<file path="config.mk">
export PLATFORM = sky130hd
export DESIGN_NAME = wwdt_top
export DESIGN_NICKNAME = d
export VERILOG_FILES = /design/src/rtl/wwdt_pkg.sv /design/src/rtl/wwdt_top.sv
export SDC_FILE = /design/constraint.sdc
export NUM_CORES = 1
export LEC_CHECK = 0
export BUFFER_PORTS_ARGS = -buffer_cell sky130_fd_sc_hd__buf_2
export CORE_UTILIZATION = 30
export CTS_BUF_LIST = sky130_fd_sc_hd__clkbuf_8
export CTS_CLUSTER_DIAMETER = 200
export DETAILED_ROUTE_END_ITERATION = 8
export PLACE_DENSITY = 0.48
export SLEW_MARGIN = 25
export SYNTH_ARGS = -nofsm -noshare
export SYNTH_HDL_FRONTEND = slang
export SYNTH_SLANG_ARGS = --single-unit
</file>
<file path="constraint.sdc">
create_clock -name clk_sys -period 3.47 [get_ports clk_sys]
set_input_delay 0 -clock clk_sys [delete_from_list [all_inputs] [get_ports clk_sys]]
set_output_delay 0 -clock clk_sys [all_outputs]
set_load 0.01 [all_outputs]
</file>
<file path="src/rtl/wwdt_pkg.sv">
// Purpose: shared constants and types of the windowed watchdog timer
// Assumes: APB with 32-bit data, one clock of 125 MHz
// Notes: printed offsets are register indices; byte address is index times four

package wwdt_pkg;

	// ***********************
	// Register map
	// ***********************
	localparam logic [7:0] IDX_DOG_CONTROL = 8'h2a;
	localparam logic [7:0] IDX_DOG_CONFIG = 8'h2b;
	localparam logic [7:0] IDX_DOG_STATUS = 8'h2c;
	localparam logic [11:0] ADDR_DOG_CONTROL = {2'h0, IDX_DOG_CONTROL, 2'h0};
	localparam logic [11:0] ADDR_DOG_CONFIG = {2'h0, IDX_DOG_CONFIG, 2'h0};
	localparam logic [11:0] ADDR_DOG_STATUS = {2'h0, IDX_DOG_STATUS, 2'h0};

	// ***********************
	// Fields and reset values
	// ***********************
	localparam logic [7:0] DOG_CONTROL_RESET = 8'h7f;
	localparam logic [4:0] DOG_CONFIG_RESET = 5'h00;
	localparam int ACT_BIT = 7;
	localparam int TOP_BIT = 6;
	localparam int CFG_TB_LO = 0;
	localparam int CFG_IRQ_EN = 2;
	localparam int CFG_HALT_RST = 3;
	localparam int CFG_WAKE_LONG = 4;
	localparam logic [6:0] COUNT_ROLL_FROM = 7'h40;

	// ***********************
	// Timing
	// ***********************
	localparam int unsigned STEP_OSC = 16384;
	localparam int unsigned SUB_UNIT = 64;
	localparam int unsigned SHORT_BASE = 192;
	localparam int unsigned PHASE_INC = 4;
	localparam logic [12:0] WAKE_SHORT = 13'h0100;
	localparam logic [12:0] WAKE_LONG = 13'h1000;
	localparam logic [5:0] TB_MSB [4] = '{6'h04, 6'h08, 6'h14, 6'h31};
	localparam logic [5:0] TB_LSB [4] = '{6'h3b, 6'h35, 6'h23, 6'h36};

	// ***********************
	// Types
	// ***********************
	typedef enum logic [1:0] {
		MODE_RUN = 2'b00,
		MODE_ACTIVE_HALT = 2'b01,
		MODE_HALT = 2'b10,
		MODE_WAKE_WAIT = 2'b11
	} wwdt_mode_t;

	typedef struct packed {
		logic psel;
		logic penable;
		logic pwrite;
		logic [11:0] paddr;
		logic [31:0] pwdata;
	} wwdt_apb_req_t;

	typedef struct packed {
		logic pready;
		logic pslverr;
		logic [31:0] prdata;
	} wwdt_apb_rsp_t;

endpackage

</file>
<file path="src/rtl/wwdt_top.sv">
// Purpose: windowed watchdog timer with APB register access
// Assumes: halt and interrupt strobes come from logic on clk_sys
// Notes: one clk_sys cycle stands for one oscillator period
//
// The APB register port was left to the implementer.

`timescale 1ns/1ps

module wwdt_top
	import wwdt_pkg::*;
#(
	parameter int unsigned STEP_CYCLES = STEP_OSC
) (
	// Clock and reset
	input wire logic clk_sys,
	input wire logic sys_rst,
	// Register bus
	input wire wwdt_pkg::wwdt_apb_req_t apbReq,
	output wwdt_pkg::wwdt_apb_rsp_t apbRsp,
	// Processor events
	input wire logic haltExec,
	input wire logic extIrq,
	input wire logic oscIrq,
	// Option byte
	input wire logic hwDogOption,
	// Reset request and mode
	output logic dogReset,
	output logic [1:0] dogMode
);
	import wwdt_pkg::*;

	// ***********************
	// Register layout
	// ***********************
	// Control word, index 2Ah, read and write:
	//   bit 7: activation, sticky until reset
	//   bits 6:0: down-counter, top bit arms the reset
	// Config word, index 2Bh, read and write:
	//   bits 1:0: time base selection
	//   bit 2: rtc interrupt enable
	//   bit 3: halt reset option
	//   bit 4: long wake delay
	// Status word, index 2Ch, read only:
	//   bits 1:0: current mode
	//   bit 2: latched hardware option
	// Unmapped addresses answer with pslverr, writes dropped
	// Upper data bits read zero; writes ignore them
	// Zero wait states: answer prepared in setup
	// Read data taken in setup, may lag a tick by a cycle

	// ***********************
	// Timing
	// ***********************
	// One clk_sys cycle per oscillator period
	// Normal step: STEP_CYCLES clocks per decrement
	// Short step: (64 - LSB) * 64 clocks fewer
	// Phase grows by four each step; reaching MSB
	// Makes the next step short, keeping the time base phase
	// Time base selection read live at every tick
	// Change of time base takes effect at the next tick
	// Control write clears the phase, prescaler runs on
	// Hence timeout spread of up to one step
	// Wake delay: 256 or 4096 clocks in wake wait
	// Every reset starts in wake wait, short delay
	// Limitation: STEP_CYCLES of 1856 or less wraps short steps

	// ***********************
	// Modes
	// ***********************
	// Run: prescaler and counter live, halt decoded
	// Active halt: all frozen, either interrupt resumes
	// Halt: frozen after one decrement, only a control write can reset
	// Wake wait: settling delay, then run
	// Slow and wait never reach this block
	// Mode codes visible on dogMode and status

	// ***********************
	// Hazards
	// ***********************
	// Write and tick together: written count wins
	// Tick at 40h with a write: reset still fires
	// Halt and tick together: halt decides the count
	// Option byte caught once; a change needs a reset
	// Software reset request ignores the current mode
	// Reset request lasts one cycle; stretched outside
	// Wake counter holds its value outside wake wait
	// Count wraps 00h to 7Fh, harmless while disabled
	// Status reads give a mode that may change next cycle

	// ***********************
	// Helpers
	// ***********************

	// Step length after a tick; short steps keep the prescaler in phase
	function automatic logic [15:0] stepLength(input logic isShort, input logic [5:0] lsb);
		logic [15:0] shortLen;
		shortLen = 16'(STEP_CYCLES - (SUB_UNIT - 32'(lsb)) * SUB_UNIT);
		stepLength = isShort ? shortLen - 16'h0001 : 16'(STEP_CYCLES - 1);
	endfunction

	// Wake delay as a down-count
	function automatic logic [12:0] wakeLoad(input logic longDelay);
		wakeLoad = (longDelay ? WAKE_LONG : WAKE_SHORT) - 13'h0001;
	endfunction

	// Register select, shared by the write decodes
	function automatic logic regHit(input logic [11:0] addr, input logic [11:0] base);
		regHit = (addr == base);
	endfunction

	// One counter decrement; 00h wraps to 7Fh
	function automatic logic [6:0] countDown(input logic [6:0] value);
		countDown = value - 7'h01;
	endfunction

	// ***********************
	// State
	// ***********************
	// Architectural state
	logic actBit;
	logic [6:0] count;
	logic [4:0] cfg;
	// Prescaler, phase and wake timing
	logic [15:0] preCnt;
	logic [5:0] phase;
	logic [12:0] wakeCnt;
	wwdt_mode_t mode;
	logic hwOpt;
	logic hwSeen;
	// Next values
	logic next_actBit;
	logic [6:0] next_count;
	logic [4:0] next_cfg;
	logic [15:0] next_preCnt;
	logic [5:0] next_phase;
	logic [12:0] next_wakeCnt;
	wwdt_mode_t next_mode;
	logic next_dogReset;
	logic next_hwOpt;
	logic next_hwSeen;
	wwdt_apb_rsp_t next_apbRsp;

	// Bus decode
	logic accessDone;
	logic wrCtrl;
	logic wrCfg;
	logic [7:0] wdata;
	// Derived signals
	logic [1:0] tbSel;
	logic [5:0] msb;
	logic [5:0] lsb;
	logic [6:0] phaseSum;
	logic shortNext;
	logic active;
	logic tick;

	assign accessDone = apbReq.psel & apbReq.penable & apbRsp.pready;
	assign wdata = apbReq.pwdata[7:0];
	assign wrCtrl = accessDone & apbReq.pwrite & regHit(apbReq.paddr, ADDR_DOG_CONTROL);
	assign wrCfg = accessDone & apbReq.pwrite & regHit(apbReq.paddr, ADDR_DOG_CONFIG);
	assign tbSel = cfg[CFG_TB_LO +: 2];
	assign msb = TB_MSB[tbSel];
	assign lsb = TB_LSB[tbSel];
	// Every fourth of MSB steps, one is short
	assign phaseSum = {1'b0, phase} + 7'(PHASE_INC);
	assign shortNext = phaseSum >= {1'b0, msb};
	assign active = actBit | hwOpt;
	// Only normal run counts; slow and wait do not reach this block
	assign tick = (mode == MODE_RUN) && (preCnt == 16'h0000);

	// ***********************
	// Watchdog core
	// ***********************

	// Next state of counter, prescaler, mode and reset request
	always_comb begin
		next_actBit = actBit;
		next_count = count;
		next_cfg = cfg;
		next_preCnt = preCnt;
		next_phase = phase;
		next_wakeCnt = wakeCnt;
		next_mode = mode;
		next_dogReset = 1'b0;
		next_hwOpt = hwOpt;
		next_hwSeen = 1'b1;
		// Option byte is caught once after reset release
		if (!hwSeen) begin
			next_hwOpt = hwDogOption;
		end
		// Config write, taken in any mode
		if (wrCfg) begin
			next_cfg = wdata[4:0];
		end
		// Per-mode behaviour
		unique case (mode)
			// Run: count, check roll-over, decode halt
			MODE_RUN: begin
				// Free-running prescaler and counter, even when disabled
				if (tick) begin
					next_count = countDown(count);
					next_preCnt = stepLength(shortNext, lsb);
					next_phase = shortNext ? 6'(phaseSum - {1'b0, msb}) : phaseSum[5:0];
					if (active && count == COUNT_ROLL_FROM) begin
						next_dogReset = 1'b1;
					end
				end else begin
					next_preCnt = preCnt - 16'h0001;
				end
				if (haltExec) begin
					if (cfg[CFG_IRQ_EN]) begin
						next_mode = MODE_ACTIVE_HALT;
						next_preCnt = preCnt;
						next_count = count;
					end else if (cfg[CFG_HALT_RST]) begin
						next_dogReset = 1'b1;
					end else begin
						// One last decrement that can no longer reset
						next_mode = MODE_HALT;
						next_count = countDown(count);
						next_dogReset = 1'b0;
					end
				end
			end
			MODE_ACTIVE_HALT: begin
				// Frozen; either interrupt restarts counting at once
				if (oscIrq || extIrq) begin
					next_mode = MODE_RUN;
				end
			end
			// Halt: only an external interrupt wakes
			MODE_HALT: begin
				if (extIrq) begin
					next_mode = MODE_WAKE_WAIT;
					next_wakeCnt = wakeLoad(cfg[CFG_WAKE_LONG]);
				end
			end
			MODE_WAKE_WAIT: begin
				// Oscillator settling time before counting again
				if (wakeCnt == 13'h0000) begin
					next_mode = MODE_RUN;
				end else begin
					next_wakeCnt = wakeCnt - 13'h0001;
				end
			end
		endcase
		// Software write: activation is sticky, counter reloads
		if (wrCtrl) begin
			next_actBit = actBit | wdata[ACT_BIT];
			next_count = wdata[6:0];
			next_phase = 6'h00;
			// Writing activation with top bit clear is a software reset
			if ((wdata[ACT_BIT] | hwOpt) && !wdata[TOP_BIT]) begin
				next_dogReset = 1'b1;
			end
		end
	end

	// Core registers; reset also ends any halt state
	always_ff @(posedge clk_sys) begin
		if (sys_rst) begin
			actBit <= DOG_CONTROL_RESET[ACT_BIT];
			count <= DOG_CONTROL_RESET[6:0];
			cfg <= DOG_CONFIG_RESET;
			preCnt <= 16'(STEP_CYCLES - 1);
			phase <= 6'h00;
			mode <= MODE_WAKE_WAIT;
			wakeCnt <= WAKE_SHORT - 13'h0001;
			dogReset <= 1'b0;
			hwOpt <= 1'b0;
			hwSeen <= 1'b0;
		end else begin
			actBit <= next_actBit;
			count <= next_count;
			cfg <= next_cfg;
			preCnt <= next_preCnt;
			phase <= next_phase;
			mode <= next_mode;
			wakeCnt <= next_wakeCnt;
			dogReset <= next_dogReset;
			hwOpt <= next_hwOpt;
			hwSeen <= next_hwSeen;
		end
	end

	// Mode output mirrors the state register
	assign dogMode = mode;

	// ***********************
	// APB slave
	// ***********************

	// Answer prepared in setup so pready stands in the first access cycle
	always_comb begin
		next_apbRsp.pready = apbReq.psel & ~apbReq.penable;
		next_apbRsp.pslverr = 1'b0;
		next_apbRsp.prdata = 32'h00000000;
		if (apbReq.psel && !apbReq.penable) begin
			unique case (apbReq.paddr)
				ADDR_DOG_CONTROL: begin
					next_apbRsp.prdata = {24'h000000, actBit, count};
				end
				ADDR_DOG_CONFIG: begin
					next_apbRsp.prdata = {27'h0000000, cfg};
				end
				ADDR_DOG_STATUS: begin
					next_apbRsp.prdata = {29'h00000000, hwOpt, mode};
				end
				default: begin
					next_apbRsp.pslverr = 1'b1;
				end
			endcase
		end
	end

	// Bus answer registers
	always_ff @(posedge clk_sys) begin
		if (sys_rst) begin
			apbRsp <= '0;
		end else begin
			apbRsp <= next_apbRsp;
		end
	end

endmodule

</file>
==> results.toml <==
[status]
status = "finished, final reports clean"

[yosys]
syn_inst = 463
ys_types = 62
ys_seq_elements = 63
synth_enable_flop_cells = 0
ys_seq_area_share_pct = 33.54
synth_ff_type = "dfxtp_1"
syn-cell-area_mm2 = 0.003760
avgSynthCellArea_um2 = 8.121
async_reset_ff_share_pct = 0
yosys_warnings = 0

[clock_network]
cts_buffer_depth = 2
cts-root-buf = "clkbuf_8"
path_clk_slew_ps = 80
worstSkewPairLatency_ps = 370
clock-sinks = 63
cts_tree = "built"
cts_buffers = 9
postCtsSetupBuffers = 0
htree_levels = 3

[critical_path]
critPathCapture = "preCnt[10]$_SDFFE_PP1P_"
path_class = "reg -> reg"
crit_required_ps = 3690
r2r_start = "phase[2]$_SDFFE_PP0P_"
cp.buffers_inverters = 0
slowest_stage = "o311ai_0"
r2r.worst_path.cells = 8
startpoint = "phase[2]$_SDFFE_PP0P_"
cpPeakStageDelay_ps = 440
cp_max_fo = 7
endpoint_kind = "flop"
reg2reg_slack_ps = 880
start_kind = "flop"
path_cells = "ha_1, xor2_1, ha_1, o2111ai_1, o221ai_1, nand3_1, o311ai_0, nand3_1"
path_depth = 8
crit_family = "compound AO/OA/AOI/OAI gates"
crit_arrival_ps = 2810
timing.rr.end = "preCnt[10]$_SDFFE_PP1P_"

[routing]
dr_total_vias = 3349
postRouteAntennaNets = 0
routed_wl_mm = 9.247
drtIter0Drc = 171
first_pass_iters = 4
wl_per_cell_um = 13.50
route.detailed.drc = 0
drt-vias-per-instance = 4.889

[floorplan]
die_area_mm2 = 0.01298
dieHeight_um = 114.0
row_count = 40
pin_count = 90
die_w_um = 114.0
initial_core_util_pct = 31.04
core-area_mm2 = 0.01211

[timing]
fin_tns_setup_ps = 0
drv_slew = 0
min_period_ps = 2591
hold_violations = 0
max_freq_mhz = 385.9
finClkSkew_ps = 12.50
rsz0062_at_grt = "no"
timing.final.ws_setup_ps = 878.5
finalSetupViolCount = 0
tightest_slew_ps = 872.1
whs_ps = 26.48
relSlewSlack_pct = 41.38
min_period_over_period_pct = 74.68

[pwr]
power.static_leakage_nw = 1.722
ir_drop_mv = 0.2140
powerDensity_mw_per_mm2 = 342.8

[grt]
grt_pass1_vias = 3102
grt_first_pass_wirelength_mm = 15.28
grt_max_degree = 26
antenna_found_initial = 0
grt_remaining_overflow = 0
grt_use_total_pct = 15.16

[placed_design]
port_buffers = 41
dp_slack_ps = 910.5
hpwl_mm = 6.368
gp_congestion = 0.7692
dp.cells = 656

[final_layout]
nNetsFinal = 578
fillers = 1284
drive_gt1_share_pct = 15.67
stdcell_count = 685
synthToLayoutAreaGrowth_pct = 15.04
diodes = 0
final_util_pct = 35.71

[min_path]
hold_class = "in -> reg"

[flow_run]
drv_cap = 0
kinds of logic (layout without fill, tap and decap cells):
family / after synthesis / after routing / share of synthesized area, %
and+or+nand+nor: 188 / 188 / 25.29
AOI/OAI and AO/OA: 104 / 104 / 19.43
DFF: 63 / 63 / 33.54
buffers and inverters: 63 / 94 / 9.783
xor gates and xnor gates: 22 / 22 / 5.125
adders and majority gates: 13 / 13 / 4.326
muxes: 9 / 9 / 2.396
other: 1 / 24 / 0.09974
sequential cells by signal, summed over array words and instances, names as in the netlist, 2 cells and up:
signal,count
apbRsp,10
cfg,5
count,7
dogMode,2
phase,6
preCnt,16
wakeCnt,13
tightest hold or removal path, cell delays in order:
cell and delay, ps:
buf_2 80, nand2_1 70, o21ai_0 70, o21ai_0 80, nand2_1 60
placed cells by master (no fill, tap or decap), drive strengths merged, types with 6 or more instances in the layout:
master | netlist | layout
o21ai | 20 | 20
clkbuf | 11 | 9
xnor2 | 10 | 10
o211ai | 7 | 7
nand3 | 20 | 20
inv | 18 | 19
a31oi | 6 | 6
conb | 1 | 24
dlygate4sd3 | 0 | 13
xor2 | 12 | 12
nor2 | 49 | 49
mux2i | 9 | 9
a21oi | 22 | 22
ha | 13 | 13
nor4 | 14 | 14
a21o | 6 | 6
and2 | 9 | 9
nor3 | 15 | 15
dfxtp | 63 | 63
nand2 | 49 | 49
buf | 34 | 47
per-stage QoR:
step | total power [W] | instance area (um2)
after global placement | 0.0008442 | 4006
after CTS | 0.001510 | 4325
after global routing | 0.001557 | 4325
final | 0.001483 | 4325
after floorplan | 0.0008322 | 3846
after detailed placement | 0.0008451 | 4006
power breakdown:
| part | switching, W | leakage (nW) | internal [W] |
|---|---|---|---|
| Combinational | 0.0000560 | 1.11 | 0.0000412 |
| Clock | 0.000317 | 0.100 | 0.000326 |
| Sequential | 0.00000951 | 0.510 | 0.000732 |
Yosys cell counts (5+ instances only):
cell type / count / area, um2
a21o_1: 6 / 45.04
xnor2_1: 10 / 87.58
o211ai_1: 5 / 37.54
inv_1: 18 / 67.56
a21oi_1: 21 / 105.1
nand3_1: 20 / 100.1
nand2_1: 49 / 183.9
and2_1: 9 / 56.30
ha_1: 13 / 162.7
dfxtp_1: 63 / 1261
nor3_1: 12 / 60.06
o21ai_0: 20 / 100.1
nand4_1: 5 / 31.28
clkbuf_1: 11 / 41.29
a22oi_1: 5 / 37.54
nor2_1: 49 / 183.9
a31oi_1: 6 / 37.54
buf_4: 25 / 187.7
xor2_1: 12 / 105.1
mux2i_1: 9 / 90.09
buf_2: 5 / 25.02
nor4_1: 12 / 75.07
layer usage:
layer / part of all wire [%] / wire length (um) / track usage, %
met5: 0 / 0 / 0
met4: 1.4 / 129 / 4.848
met3: 4.8 / 447 / 4.942
met2: 45 / 4124 / 24.00
met1: 49 / 4545 / 19.48
how the worst min path moves through the flow:
| stage | slack [ps] | cells after the start | to | start |
|---|---|---|---|---|
| global placement | 240 | 2 | count[1]$_SDFFE_PP1P_ | apbReq[1] |
| CTS | 7 | 5 | dogMode[0]$_SDFFE_PP1P_ | extIrq |
| finish | 30 | 5 | dogMode[0]$_SDFFE_PP1P_ | extIrq |
| detailed placement | 250 | 3 | count[6]$_SDFFE_PP1P_ | apbReq[6] |
| floorplan | 120 | 1 | count[1]$_SDFFE_PP1P_ | apbReq[1] |
| global route | 50 | 5 | dogMode[0]$_SDFFE_PP1P_ | extIrq |
layout make-up:
class	instances	area (um2)	area share, %
repair buffers	60	380.4	8.794
clock inverters	7	65.06	1.504
well taps	168	210.2	4.860
multi-input cells	360	2217	51.26
clock buffers	9	123.9	2.864
flip-flops and latches	63	1261	29.16
inverters	18	67.56	1.562
timing repair:
action                                 CTS  global route
resized for setup                        0             0
setup endpoints to repair                0             0
endpoints found under the hold margin   17             0
hold buffers                            13             0
Power figures use the tool's default switching activity.
